--- config.mk ---
export PLATFORM = sky130hd
export DESIGN_NAME = tbm_timer_b
export DESIGN_NICKNAME = d
export VERILOG_FILES = /design/src/tbm_pkg.sv /design/src/tbm_sync.sv /design/src/tbm_prescaler.sv /design/src/tbm_timer_b.sv
export VERILOG_INCLUDE_DIRS = /design/src
export SDC_FILE = /design/constraint.sdc
export NUM_CORES = 1
export LEC_CHECK = 0
export ABC_AREA = 1
export BUFFER_PORTS_ARGS = -buffer_cell sky130_fd_sc_hd__buf_2
export CAP_MARGIN = 10
export CORE_UTILIZATION = 35
export CTS_BUF_LIST = sky130_fd_sc_hd__clkbuf_8
export CTS_CLUSTER_DIAMETER = 30
export DETAILED_ROUTE_END_ITERATION = 6
export PLACE_DENSITY_LB_ADDON = 0.15
export REMOVE_ABC_BUFFERS = 1
export SLEW_MARGIN = 20
export SYNTH_ARGS = -nofsm -noshare
export SYNTH_HDL_FRONTEND = slang
export SYNTH_HIERARCHICAL = 1
export SYNTH_SLANG_ARGS = --single-unit
--- constraint.sdc ---
create_clock -name clk_i -period 3.2 [get_ports clk_i]
set_clock_uncertainty 0.15 [all_clocks]
set_input_delay 0.64 -clock clk_i [delete_from_list [all_inputs] [get_ports clk_i]]
set_output_delay 0.64 -clock clk_i [all_outputs]
set_load 0.05 [all_outputs]
--- src/tbm_regs.svh ---
`ifndef TBM_REGS_SVH
`define TBM_REGS_SVH

`define TBM_ADDR_W        8
`define TBM_DATA_W        16
`define TBM_NCH           6
`define TBM_NCH_A         3
`define TBM_MODE_W        8

`define TBM_OFS_START_A   8'h00
`define TBM_OFS_START_B   8'h04
`define TBM_OFS_IRQ_STAT  8'h08
`define TBM_OFS_IRQ_MASK  8'h0C
`define TBM_OFS_CH_BASE   8'h10
`define TBM_CH_STRIDE     8'h08
`define TBM_OFS_MODE      8'h00
`define TBM_OFS_CNT       8'h04

`define TBM_MR_OP_LO      0
`define TBM_MR_OP_HI      1
`define TBM_MR_SEL0       2
`define TBM_MR_SEL1       3
`define TBM_MR_CFG2       4
`define TBM_MR_OVF        5
`define TBM_MR_SRC_LO     6
`define TBM_MR_SRC_HI     7
`define TBM_MR_WMASK      8'hDF

`define TBM_MODE_RST      8'h00
`define TBM_CNT_RST       16'h0000
`define TBM_CNT_ZERO      16'h0000
`define TBM_CNT_ONE       16'h0001
`define TBM_ALL_ONES      16'hFFFF

`define TBM_PRE_W         6
`define TBM_PRE_RST       6'h00
`define TBM_NSRC          4
`define TBM_DIV8_MASK     6'h07
`define TBM_DIV32_MASK    6'h1F
`define TBM_DIV64_MASK    6'h3F

`endif

--- src/tbm_pkg.sv ---
`include "tbm_regs.svh"

package tbm_pkg;
  typedef enum logic [1:0] {
    TBM_OP_TIMER,
    TBM_OP_EVENT,
    TBM_OP_MEAS,
    TBM_OP_RSVD
  } tbm_opmode_t;
endpackage

--- src/tbm_sync.sv ---
`timescale 1ns/1ps
`include "tbm_regs.svh"

module tbm_sync (
  input  wire logic clk_i,
  input  wire logic rstn_i,
  input  wire logic pin_i,
  output logic      rise_o,
  output logic      fall_o
);
  logic s1_reg;
  logic s2_reg;
  logic s3_reg;
  logic lvl_reg;

  always_ff @(posedge clk_i or negedge rstn_i) begin
    if (!rstn_i) begin
      s1_reg <= 1'b0;
      s2_reg <= 1'b0;
      s3_reg <= 1'b0;
    end else begin
      s1_reg <= pin_i;
      s2_reg <= s1_reg;
      s3_reg <= s2_reg;
    end
  end

  // Level accepted only once the last two stages agree
  always_ff @(posedge clk_i or negedge rstn_i) begin
    if (!rstn_i) begin
      lvl_reg <= 1'b0;
      rise_o  <= 1'b0;
      fall_o  <= 1'b0;
    end else begin
      rise_o <= 1'b0;
      fall_o <= 1'b0;
      if (s2_reg == s3_reg && s3_reg != lvl_reg) begin
        lvl_reg <= s3_reg;
        rise_o  <= s3_reg;
        fall_o  <= ~s3_reg;
      end
    end
  end
endmodule

--- src/tbm_prescaler.sv ---
`timescale 1ns/1ps
`include "tbm_regs.svh"

module tbm_prescaler (
  input  wire logic                 clk_i,
  input  wire logic                 rstn_i,
  output logic [`TBM_NSRC-1:0]      tick_o
);
  logic [`TBM_PRE_W-1:0] div_reg;

  // Free running so every channel sees the same tick phase
  always_ff @(posedge clk_i or negedge rstn_i) begin
    if (!rstn_i) begin
      div_reg <= `TBM_PRE_RST;
    end else begin
      div_reg <= div_reg + 1'b1;
    end
  end

  always_comb begin
    tick_o[0] = 1'b1;
    tick_o[1] = (div_reg & `TBM_DIV8_MASK) == `TBM_PRE_RST;
    tick_o[2] = (div_reg & `TBM_DIV32_MASK) == `TBM_PRE_RST;
    tick_o[3] = (div_reg & `TBM_DIV64_MASK) == `TBM_PRE_RST;
  end
endmodule

--- src/tbm_timer_b.sv ---
// Local design decisions: the address map and the strobed register port.
`timescale 1ns/1ps
`include "tbm_regs.svh"

// Contract
// - Six independent channels 0..5, start bits split over two start registers.
// - Channels idle after reset; counting begins only when start bit written 1.
// - Counter read returns live count while running, last capture in measurement mode; FFFFh if read during reload.
// - Counter written while stopped reads back that value until counting starts.
// - Measurement mode raises interrupt on effective edge and on counter overflow.
// - Measurement mode keeps readable overflow flag in mode register, set on overflow.
// - Overflow flag clears on mode write while running, after one tick since set.
// - First effective edge after start loads indeterminate capture, no interrupt.
// - Count indeterminate at start; overflow may flag before first edge.
// - Width measurement measures high and low back to back, no level indication.
module tbm_timer_b
  import tbm_pkg::*;
(
  input  wire logic                   clk_i,
  input  wire logic                   rstn_i,
  input  wire logic [`TBM_ADDR_W-1:0] addr_i,
  input  wire logic [`TBM_DATA_W-1:0] wdata_i,
  input  wire logic                   wr_i,
  input  wire logic                   rd_i,
  output logic      [`TBM_DATA_W-1:0] rdata_o,
  input  wire logic [`TBM_NCH-1:0]    pulse_i,
  output logic      [`TBM_NCH-1:0]    running_o,
  output logic                        irq_o
);
  logic [`TBM_NSRC-1:0]   src_tick;
  logic [`TBM_NCH-1:0]    rise;
  logic [`TBM_NCH-1:0]    fall;

  logic [`TBM_NCH-1:0]    start_reg;
  logic [`TBM_NCH-1:0]    start_d_reg;
  logic [`TBM_NCH-1:0]    irq_stat_reg;
  logic [`TBM_NCH-1:0]    irq_mask_reg;
  logic [`TBM_DATA_W-1:0] rdata_next;

  logic [`TBM_MODE_W-1:0] mode_reg   [`TBM_NCH];
  logic [`TBM_DATA_W-1:0] cnt_reg    [`TBM_NCH];
  logic [`TBM_DATA_W-1:0] reload_reg [`TBM_NCH];
  logic [`TBM_NCH-1:0]    ovf_reg;
  logic [`TBM_NCH-1:0]    ovf_aged_reg;
  logic [`TBM_NCH-1:0]    first_seen_reg;

  logic [`TBM_NCH-1:0]    sel_mode;
  logic [`TBM_NCH-1:0]    sel_cnt;
  logic [`TBM_NCH-1:0]    reload_now;
  logic [`TBM_NCH-1:0]    irq_evt;

  tbm_prescaler u_pre (
    .clk_i  (clk_i),
    .rstn_i (rstn_i),
    .tick_o (src_tick)
  );

  // Start bits; channels 0..2 in register A, 3..5 in register B
  always_ff @(posedge clk_i or negedge rstn_i) begin
    if (!rstn_i) begin
      start_reg   <= '0;
      start_d_reg <= '0;
    end else begin
      start_d_reg <= start_reg;
      if (wr_i && addr_i == `TBM_OFS_START_A) begin
        start_reg[`TBM_NCH_A-1:0] <= wdata_i[`TBM_NCH_A-1:0];
      end
      if (wr_i && addr_i == `TBM_OFS_START_B) begin
        start_reg[`TBM_NCH-1:`TBM_NCH_A] <= wdata_i[`TBM_NCH-`TBM_NCH_A-1:0];
      end
    end
  end

  assign running_o = start_reg;

  genvar ch;
  generate
    for (ch = 0; ch < `TBM_NCH; ch++) begin : g_ch
      localparam logic [`TBM_ADDR_W-1:0] MODE_ADDR =
        `TBM_ADDR_W'(`TBM_OFS_CH_BASE + ch * `TBM_CH_STRIDE + `TBM_OFS_MODE);
      localparam logic [`TBM_ADDR_W-1:0] CNT_ADDR =
        `TBM_ADDR_W'(`TBM_OFS_CH_BASE + ch * `TBM_CH_STRIDE + `TBM_OFS_CNT);

      tbm_opmode_t op;
      logic        tick;
      logic        eff_edge;
      logic        step;
      logic        run;
      logic        start_rise;
      logic        mode_wr;
      logic        cnt_wr;
      logic        ovf_set;
      logic        ovf_clr;
      logic        capture;

      tbm_sync u_sync (
        .clk_i  (clk_i),
        .rstn_i (rstn_i),
        .pin_i  (pulse_i[ch]),
        .rise_o (rise[ch]),
        .fall_o (fall[ch])
      );

      assign sel_mode[ch] = addr_i == MODE_ADDR;
      assign sel_cnt[ch]  = addr_i == CNT_ADDR;
      assign mode_wr      = wr_i && sel_mode[ch];
      assign cnt_wr       = wr_i && sel_cnt[ch];

      always_comb begin
        op   = tbm_opmode_t'(mode_reg[ch][`TBM_MR_OP_HI:`TBM_MR_OP_LO]);
        tick = src_tick[mode_reg[ch][`TBM_MR_SRC_HI:`TBM_MR_SRC_LO]];
        // Both edges for width measurement, so high and low widths alternate
        if (mode_reg[ch][`TBM_MR_SEL1]) begin
          eff_edge = rise[ch] | fall[ch];
        end else if (mode_reg[ch][`TBM_MR_SEL0]) begin
          eff_edge = rise[ch];
        end else begin
          eff_edge = fall[ch];
        end
        run        = start_reg[ch] & start_d_reg[ch];
        start_rise = start_reg[ch] & ~start_d_reg[ch];
        step       = (op == TBM_OP_EVENT) ? eff_edge : tick;
        reload_now[ch] = run && op != TBM_OP_MEAS && step &&
                         cnt_reg[ch] == `TBM_CNT_ZERO;
        ovf_set    = run && op == TBM_OP_MEAS && tick &&
                     cnt_reg[ch] == `TBM_ALL_ONES;
        capture    = run && op == TBM_OP_MEAS && eff_edge;
        ovf_clr    = mode_wr && start_reg[ch] && ovf_aged_reg[ch];
        // First capture after start is suppressed
        irq_evt[ch] = reload_now[ch] | ovf_set |
                      (capture & first_seen_reg[ch]);
      end

      // Mode fields; overflow bit is held separately and not writable
      always_ff @(posedge clk_i or negedge rstn_i) begin
        if (!rstn_i) begin
          mode_reg[ch] <= `TBM_MODE_RST;
        end else if (mode_wr) begin
          mode_reg[ch] <= wdata_i[`TBM_MODE_W-1:0] & `TBM_MR_WMASK;
        end
      end

      // Set wins over a clear in the same cycle
      always_ff @(posedge clk_i or negedge rstn_i) begin
        if (!rstn_i) begin
          ovf_reg[ch]      <= 1'b0;
          ovf_aged_reg[ch] <= 1'b0;
        end else begin
          ovf_reg[ch] <= ovf_set | (ovf_reg[ch] & ~ovf_clr);
          if (ovf_set) begin
            ovf_aged_reg[ch] <= 1'b0;
          end else if (ovf_reg[ch] && tick) begin
            ovf_aged_reg[ch] <= 1'b1;
          end
        end
      end

      always_ff @(posedge clk_i or negedge rstn_i) begin
        if (!rstn_i) begin
          cnt_reg[ch]        <= `TBM_CNT_RST;
          reload_reg[ch]     <= `TBM_CNT_RST;
          first_seen_reg[ch] <= 1'b0;
        end else if (!start_reg[ch]) begin
          first_seen_reg[ch] <= 1'b0;
          if (cnt_wr) begin
            cnt_reg[ch]    <= wdata_i;
            reload_reg[ch] <= wdata_i;
          end
        end else if (start_rise) begin
          first_seen_reg[ch] <= 1'b0;
          // Measurement starts from whatever the counter holds
          if (op != TBM_OP_MEAS) begin
            cnt_reg[ch] <= reload_reg[ch];
          end
        end else if (op == TBM_OP_MEAS) begin
          if (capture) begin
            // First capture is a stale count, treat as unknown
            reload_reg[ch]     <= cnt_reg[ch];
            cnt_reg[ch]        <= `TBM_CNT_ZERO;
            first_seen_reg[ch] <= 1'b1;
          end else if (tick) begin
            cnt_reg[ch] <= cnt_reg[ch] + `TBM_CNT_ONE;
          end
        end else begin
          if (cnt_wr) begin
            reload_reg[ch] <= wdata_i;
          end
          if (reload_now[ch]) begin
            cnt_reg[ch] <= reload_reg[ch];
          end else if (step) begin
            cnt_reg[ch] <= cnt_reg[ch] - `TBM_CNT_ONE;
          end
        end
      end
    end
  endgenerate

  // Interrupt status, write one to clear, new events win
  always_ff @(posedge clk_i or negedge rstn_i) begin
    if (!rstn_i) begin
      irq_stat_reg <= '0;
      irq_mask_reg <= '0;
    end else begin
      if (wr_i && addr_i == `TBM_OFS_IRQ_STAT) begin
        irq_stat_reg <= (irq_stat_reg & ~wdata_i[`TBM_NCH-1:0]) | irq_evt;
      end else begin
        irq_stat_reg <= irq_stat_reg | irq_evt;
      end
      if (wr_i && addr_i == `TBM_OFS_IRQ_MASK) begin
        irq_mask_reg <= wdata_i[`TBM_NCH-1:0];
      end
    end
  end

  assign irq_o = |(irq_stat_reg & irq_mask_reg);

  always_comb begin
    rdata_next = '0;
    if (addr_i == `TBM_OFS_START_A) begin
      rdata_next[`TBM_NCH_A-1:0] = start_reg[`TBM_NCH_A-1:0];
    end else if (addr_i == `TBM_OFS_START_B) begin
      rdata_next[`TBM_NCH-`TBM_NCH_A-1:0] = start_reg[`TBM_NCH-1:`TBM_NCH_A];
    end else if (addr_i == `TBM_OFS_IRQ_STAT) begin
      rdata_next[`TBM_NCH-1:0] = irq_stat_reg;
    end else if (addr_i == `TBM_OFS_IRQ_MASK) begin
      rdata_next[`TBM_NCH-1:0] = irq_mask_reg;
    end
    for (int i = 0; i < `TBM_NCH; i++) begin
      if (sel_mode[i]) begin
        rdata_next[`TBM_MODE_W-1:0] = mode_reg[i];
        rdata_next[`TBM_MR_OVF]     = ovf_reg[i];
      end else if (sel_cnt[i]) begin
        if (reload_now[i]) begin
          rdata_next = `TBM_ALL_ONES;
        end else if (start_reg[i] &&
                     mode_reg[i][`TBM_MR_OP_HI:`TBM_MR_OP_LO] == TBM_OP_MEAS) begin
          rdata_next = reload_reg[i];
        end else begin
          rdata_next = cnt_reg[i];
        end
      end
    end
  end

  // Unmapped reads return zero
  always_ff @(posedge clk_i or negedge rstn_i) begin
    if (!rstn_i) begin
      rdata_o <= '0;
    end else if (rd_i) begin
      rdata_o <= rdata_next;
    end else begin
      rdata_o <= '0;
    end
  end
endmodule

== Word-level counts from Yosys, hierarchy flattened ==
Cells that the tools add are included.

* Flip-flop bits (word level): 334
* Input bits: 34
* Output and inout bits: 23
* Logic and storage cells: 597

* Add/sub/neg operators: 13
* Magnitude comparators: 6
* Eq/ne operators: 93
* Muxes and demuxes: 206
* Bitwise logic cells: 71
* Reduce and logical (&&, ||, !) cells: 129

{| class="wikitable"
|+ Operators with widths
! operator !! number
|-
| 16-bit two-way mux || 107
|-
| 16-bit by 1-bit adder with 16-bit output, second input constant || 6
|-
| 16-bit == test, second input constant || 6
|-
| 16-bit zero test || 6
|-
| 8-bit two-way mux || 12
|-
| 16-bit by 1-bit subtractor with 16-bit output, second input constant || 6
|-
| 1-bit logical AND || 88
|-
| 1-bit two-way mux || 72
|-
| 8-bit by 6-bit == test with 1-bit output, second input constant || 8
|-
| 3-bit by 1-bit != test with 1-bit output, second input constant || 12
|-
| 8-bit by 5-bit == test with 1-bit output, second input constant || 4
|-
| 6-bit two-way mux || 5
|-
| 5-bit by 1-bit != test with 1-bit output, second input constant || 6
|-
| 5-bit != test, second input constant || 6
|-
| 1-bit AND || 24
|-
| 2-bit != test, second input constant || 12
|-
| 1-bit OR || 24
|-
| 2-bit AND reduction || 12
|-
| 4-bit AND reduction || 6
|-
| 2-bit nonzero test || 12
|-
| 6-bit zero test || 3
|-
| 2-bit by 3-bit < comparator with 1-bit output, second input constant || 6
|-
| 3-bit by 2-bit != test with 1-bit output, second input constant || 6
|-
| 3-bit != test, second input constant || 6
|-
| 15 further kinds || 63
|}

== Longest topological paths before layout ==
* Depth after elaboration: 24
* Mapped depth: 22
* Gate-level depth less buffers: 22

== By module ==
Netlist, hierarchy kept.

{| class="wikitable"
|+ Modules (own cells, without submodules)
! module !! times used !! cells each !! area each (µm²) !! sequential area each (µm²)
|-
| tbm_timer_b || 1 || 3102 || 21729.6 || 7307.0
|-
| tbm_sync || 6 || 12 || 175.2 || 150.1
|-
| tbm_prescaler || 1 || 33 || 297.8 || 150.1
|}

== Least setup slack after synthesis ==
Ideal clock, no wire load.

* Path kind: reg-to-reg
* Start: reg u_pre.div_reg[0]
* End: reg cnt_reg[45] in the netlist's numbering
* Library setup time: 0.117 ns
* Arrival time: 2.403 ns
* Required time: 2.933 ns
* Setup slack: 0.530 ns
* Stages on the path, launching flop included: 17
* Buffers on the path: 1
* Period minus slack after synthesis: 2.670 ns
* Cells stage by stage: dfrtp_1 > inv_1 > ha_1 > nand2_1 > nor3_1 > nand2_1 > nand3_1 > nand2_1 > o21ai_0 > nand2_1 > nor2_1 > buf_4 > inv_1 > o221ai_1 > o211ai_1 > o21ai_1 > inv_1

* Word-level cells in the longest chain between the ends: 10
* Elaborated cells between the ends (all ways): 15
* Those cells by class: 2 x eq/ne; 7 x mux; 6 x reduce/logical

{| class="wikitable"
|+ Ends and longest elaborated chain
! item !! line !! RTL
|-
| start, declared || tbm_prescaler.sv:9 || <nowiki>logic [`TBM_PRE_W-1:0] div_reg;</nowiki>
|-
| start signal, assigned || tbm_prescaler.sv:14 || <nowiki>div_reg <= `TBM_PRE_RST;</nowiki>
|-
| start signal, assigned || tbm_prescaler.sv:16 || <nowiki>div_reg <= div_reg + 1'b1;</nowiki>
|-
| 6-bit zero test (no source line) (*) || -- ||
|-
| via src_tick[3] || tbm_timer_b.sv:30 || <nowiki>logic [`TBM_NSRC-1:0] src_tick;</nowiki>
|-
| 1-bit binary-select mux with 2-bit select (*) || tbm_timer_b.sv:111 || <nowiki>tick = src_tick[mode_reg[ch][`TBM_MR_SRC_HI:`TBM_MR_SRC_LO]];</nowiki>
|-
| 1-bit two-way mux (*) || tbm_timer_b.sv:111 ||
|-
| 1-bit two-way mux || tbm_timer_b.sv:122 || <nowiki>step = (op == TBM_OP_EVENT) ? eff_edge : tick;</nowiki>
|-
| 1-bit logical AND || tbm_timer_b.sv:123 || <nowiki>reload_now[ch] = run && op != TBM_OP_MEAS && step &&</nowiki>
|-
| 1-bit logical AND (no source line) || -- ||
|-
| 16-bit two-way mux || tbm_timer_b.sv:188 || <nowiki>if (reload_now[ch]) begin</nowiki>
|-
| 16-bit two-way mux || tbm_timer_b.sv:175 || <nowiki>end else if (op == TBM_OP_MEAS) begin</nowiki>
|-
| 16-bit two-way mux || tbm_timer_b.sv:169 || <nowiki>end else if (start_rise) begin</nowiki>
|-
| 16-bit two-way mux || tbm_timer_b.sv:163 || <nowiki>end else if (!start_reg[ch]) begin</nowiki>
|-
| end signal, assigned by index || tbm_timer_b.sv:166 || <nowiki>cnt_reg[ch] <= wdata_i;</nowiki>
|-
| end signal, assigned by index || tbm_timer_b.sv:189 || <nowiki>cnt_reg[ch] <= reload_reg[ch];</nowiki>
|-
| end signal, assigned by index || tbm_timer_b.sv:191 || <nowiki>cnt_reg[ch] <= cnt_reg[ch] - `TBM_CNT_ONE;</nowiki>
|-
| end, declared || tbm_timer_b.sv:41 || <nowiki>logic [`TBM_DATA_W-1:0] cnt_reg [`TBM_NCH];</nowiki>
|}

The timed path passes the listed nets; every way through them passes the cells marked *. The select of a mux whose other input is x is not followed.
A chain may end at the register's enable or synchronous reset.

== Worst setup path after layout ==
* Start: reg u_pre.div_reg[0]
* End: reg rdata_o[13]

* Word-level cells in the longest chain between the ends: 24
* Elaborated cells between the ends (all ways): 56
* Those cells by class: 41 x mux; 15 x reduce/logical

{| class="wikitable"
|+ Ends and longest elaborated chain
! item !! line !! RTL
|-
| 6-bit zero test (no source line) (*) || -- ||
|-
| via src_tick[3] || tbm_timer_b.sv:30 ||
|-
| 1-bit binary-select mux with 2-bit select || tbm_timer_b.sv:111 ||
|-
| 1-bit two-way mux || tbm_timer_b.sv:111 ||
|-
| 1-bit two-way mux || tbm_timer_b.sv:122 ||
|-
| 1-bit logical AND || tbm_timer_b.sv:123 ||
|-
| 1-bit logical AND (no source line) || -- ||
|-
| 16-bit two-way mux || tbm_timer_b.sv:233 || <nowiki>if (reload_now[i]) begin</nowiki>
|-
| [9 not listed] || -- ||
|-
| 16-bit two-way mux || tbm_timer_b.sv:232 || <nowiki>end else if (sel_cnt[i]) begin</nowiki>
|-
| 16-bit two-way mux || tbm_timer_b.sv:229 || <nowiki>if (sel_mode[i]) begin</nowiki>
|-
| 8-bit two-way mux || tbm_timer_b.sv:229 ||
|-
| 16-bit two-way mux || tbm_timer_b.sv:232 ||
|-
| 8-bit two-way mux || tbm_timer_b.sv:229 ||
|-
| 16-bit two-way mux || tbm_timer_b.sv:232 ||
|-
| 8-bit two-way mux (*) || tbm_timer_b.sv:229 ||
|-
| 16-bit two-way mux (*) || tbm_timer_b.sv:249 || <nowiki>end else if (rd_i) begin</nowiki>
|-
| end signal, assigned || tbm_timer_b.sv:250 || <nowiki>rdata_o <= rdata_next;</nowiki>
|-
| end, declared || tbm_timer_b.sv:25 || <nowiki>output logic [`TBM_DATA_W-1:0] rdata_o,</nowiki>
|}

Marked as above.

==> results_dict.tcl <==
set metrics [dict create \
    p_int_mw 11.3 \
    netlist_area_sq_um 23100 \
    path_common_cell "nand2_1" \
    clkSinkCount 334 \
    synth-compound-area-share_pct 26.4 \
    async_flop_share_pct 100 \
    finalPower_mw 18.4 \
    firstDrtPassIters 5 \
    path_class "flop to flop" \
    path_buf_inv 4 \
    syn_inst 3207 \
    portBuffers 56 \
    drt_wl_total_microns 101000 \
    fillers 6690 \
    initialDrtViolationCount 2649 \
    synth_ff_type "dfrtp_1" \
    fin_nets 3443 \
    ys_warn_count 6 \
    slowest_stage "dfrtp_1" \
    p_sw_mw 7.07 \
    via_per_inst 5.74 \
    status "complete, no violations" \
    synthSimpleGateAreaFrac_pct 23.0 \
    core_sq_um 64800 \
    finalSetupViolations 0 \
    place_area_sq_um 25100 \
    gp_congestion 0.980 \
    regArea_sq_um 8360 \
    switching_share_pct 38.5 \
    cts_made_buffers 105 \
    pwr-share-seq_pct 32.8 \
    io_pins 57 \
    clockBufferDepth 3 \
    synth_top_family_by_area "compound AO/OA/AOI/OAI gates" \
    critPathLaunchType "flop" \
    power_density_nw_per_um2 663 \
    min-delay-start "rd_i" \
    synth_area_leaders "dfrtp_1 36%, nand2_1 11%, o21ai_0 8.2%" \
    grt_max_degree 65 \
    relSlewSlack_pct 31.9 \
    design_area_sq_um 27700 \
    cp.required_ns 3.64 \
    synth_xor_area_share_pct 3.30 \
    p_leak_nw 12.1 \
    drv_cap 0 \
    crit_start "u_pre/div_reg[0]$_DFF_PN0_" \
    first_global_vias 23702 \
    clkPwrFrac_pct 39.8 \
    grt_overflow 0 \
    vias 24897 \
    drive_gt1_share_pct 16.3 \
    crit_chain "inv_1, ha_1, nand2_1, nor3_1, buf_4, nand2_1, nand3_1, nand2_2, o21ai_4, nand2_1, inv_2, o21ai_0, buf_4, nand3_2, o31ai_1, nand3_1, o21ai_0, a21oi_1" \
    drc 0 \
    fin_util_pct 42.8 \
    hold_viol 0 \
    grt_use_total_pct 29.9 \
    crit_fanout 8 \
    synth_largest_type_area_fraction_pct 36.2 \
    min_period_over_period_pct 96.9 \
    finalCriticalPeriod_ns 3.10 \
    pwr-share-comb_pct 27.4 \
    path_clk_slew_ns 0.05 \
    clk_latency_ns 0.71 \
    antenna_found_initial 4 \
    multi_input_area_sq_um 12400 \
    cts-htree-levels 3 \
    ys_types 65 \
    wl_per_cell_microns 23.3 \
    die_y_microns 259 \
    grt_pass1_wl_microns 151000 \
    endpoint_kind "flop" \
    fmax_mhz 323 \
    synth_edf_count 0 \
    synthMuxAreaShare_pct 0 \
    root_buffer "clkbuf_8" \
    finalMaxSlewViolations 0 \
    worstPathArrival_ns 3.54 \
    syn_to_final_growth_pct 20.1 \
    dp_hpwl_microns 73700 \
    yosysSeqAreaShare_pct 36.2 \
    synth_area_leader_cell "dfrtp_1" \
    cpPeakStageDelay_ns 0.41 \
    min_path_type "primary input to flop" \
    die_w_microns 259 \
    initial_utilization_pct 35.6 \
    row_count 93 \
    tightest_slew_ns 1.02 \
    synth_fa_ha_area_share_pct 0.867 \
    rr_startpoint "u_pre/div_reg[0]$_DFF_PN0_" \
    cp_top_family "simple AND/OR/NAND/NOR gates" \
    ir_worst_vdd_mv 0.334 \
    synth_area_per_cell_sq_um 7.20 \
    design.die.area_sq_um 67000 \
    cts_tree "built" \
    ys_ff_latch 334 \
    drtAntennaViolNets 0 \
]
==> worst min-delay path, cell delays in order <==
cell and delay [ns]:
buf_2 0.16, o21ai_0 0.10, a21oi_1 0.04
==> power groups by stage <==
stage | registers (mW) | logic (mW) | clock network (mW)
6_report | 6.04 | 5.04 | 7.31
2_1_floorplan | 5.73 | 3.08 | 0
4_1_cts | 5.99 | 4.93 | 7.44
5_1_grt | 6.13 | 5.54 | 7.69
3_3_place_gp | 6.05 | 4.90 | 0
3_5_place_dp | 6.05 | 4.90 | 0
==> Yosys cell counts (3+ instances only) <==
cell type,instances
buf_2,49
xor2_1,80
o21bai_1,3
nand2_1,666
nor4_1,11
a211oi_1,11
a22oi_1,46
nor2_4,8
nor2_1,201
clkbuf_1,95
inv_2,23
dfrtp_1,334
o221ai_1,9
a32oi_1,4
nand2_2,19
o21ai_1,22
nand3_1,146
buf_4,12
o21a_1,4
nor2_2,31
buf_6,9
nand2_4,5
a21oi_1,142
o22ai_1,52
nor3_1,53
nand4_1,29
nand3_2,8
o211ai_1,175
nor3_2,9
inv_1,371
ha_1,16
a21oi_2,7
clkinv_1,14
a221oi_1,49
a311oi_1,7
and3_1,3
o31ai_1,7
o2111ai_1,17
nor3b_1,7
a31oi_1,36
o21ai_0,379
xnor2_1,7
==> final timing paths <==
check                      slack (ns)                               to  depth (start not counted)
max in group asynchronous        1.72        reload_reg[0]$_DFFE_PN0P_                          3
max                               0.1            rdata_o[13]$_DFF_PN0_                         18
max reg2reg                       0.1            rdata_o[13]$_DFF_PN0_                         18
min reg2reg                      0.19  g_ch[4].u_sync/s2_reg$_DFF_PN0_                          0
min                              0.13             rdata_o[6]$_DFF_PN0_                          3
min in group asynchronous        0.36          cnt_reg[66]$_DFFE_PN0P_                          2
==> cell type report <==
class                           count  share of cell area (%)
Clock inverter                     63                    2.36
Antenna cell                        2                  0.0181
Clock buffer                      131                    6.50
Multi-Input combinational cell   2294                    44.9
Sequential cell                   334                    30.2
Timing Repair Buffer              247                    6.60
Tap cell                          855                    3.86
Inverter                          411                    5.59
==> what timing repair did <==
| action | in CTS | in global routing |
|---|---|---|
| pin swaps | 0 | 4 |
| hold buffers | 7 | 0 |
| setup buffers | 0 | 4 |
| endpoints found under the setup margin | 1 | 42 |
| gates resized for setup | 1 | 15 |
| endpoints found under the hold margin | 61 | 0 |
==> per-layer routing <==
| metal | up-vias | GRT usage, % | part of all wire [%] | wire [microns] |
|---|---|---|---|---|
| li1 | 11447 | - | - | - |
| met1 | 12105 | 43.1 | 45 | 45700 |
| met2 | 1124 | 43.7 | 42 | 42600 |
| met3 | 219 | 4.93 | 7.7 | 7800 |
| met4 | 2 | 13.4 | 4.6 | 4670 |
| met5 | - | 0 | 0.013 | 13 |
==> per-stage QoR <==
step | TNS (ns) | setup slack (ns) | hold slack, ns | cells
final | 0 | 0.0996 | 0.132 | 4337
after global routing | -0.0102 | -0.00799 | 0.116 | 4336
after CTS | 0 | 0.0167 | 0.0925 | 4331
after detailed placement | -0.00806 | -0.00806 | 0.186 | 4130
after global placement | 0 | 0.0324 | 0.183 | 4130
after floorplan | -87.10 | -1.80 | 0.181 | 3039
==> logic make-up (layout without fill, tap and decap cells) <==
logic type | Yosys count | in the layout
and+or+nand+nor | 1204 | 1204
AOI/OAI and AO/OA | 986 | 986
buffers and inverters | 579 | 852
DFF | 334 | 334
xor gates and xnor gates | 87 | 87
adders and majority gates | 16 | 16
other | 1 | 3
==> cells in the final DEF (no fill, tap or decap), types with 49 or more instances in the layout <==
cell type and count:
inv_1 378, clkbuf_8 131, o22ai_1 52, a21oi_1 137
o21ai_0 378, nand2_1 664, nor3_1 53, nor2_1 199
nand3_1 144, dfrtp_1 334, xor2_1 80, a221oi_1 49
buf_4 177, o211ai_1 175, buf_2 55
Note: power is estimated with default switching activity, not from simulation.
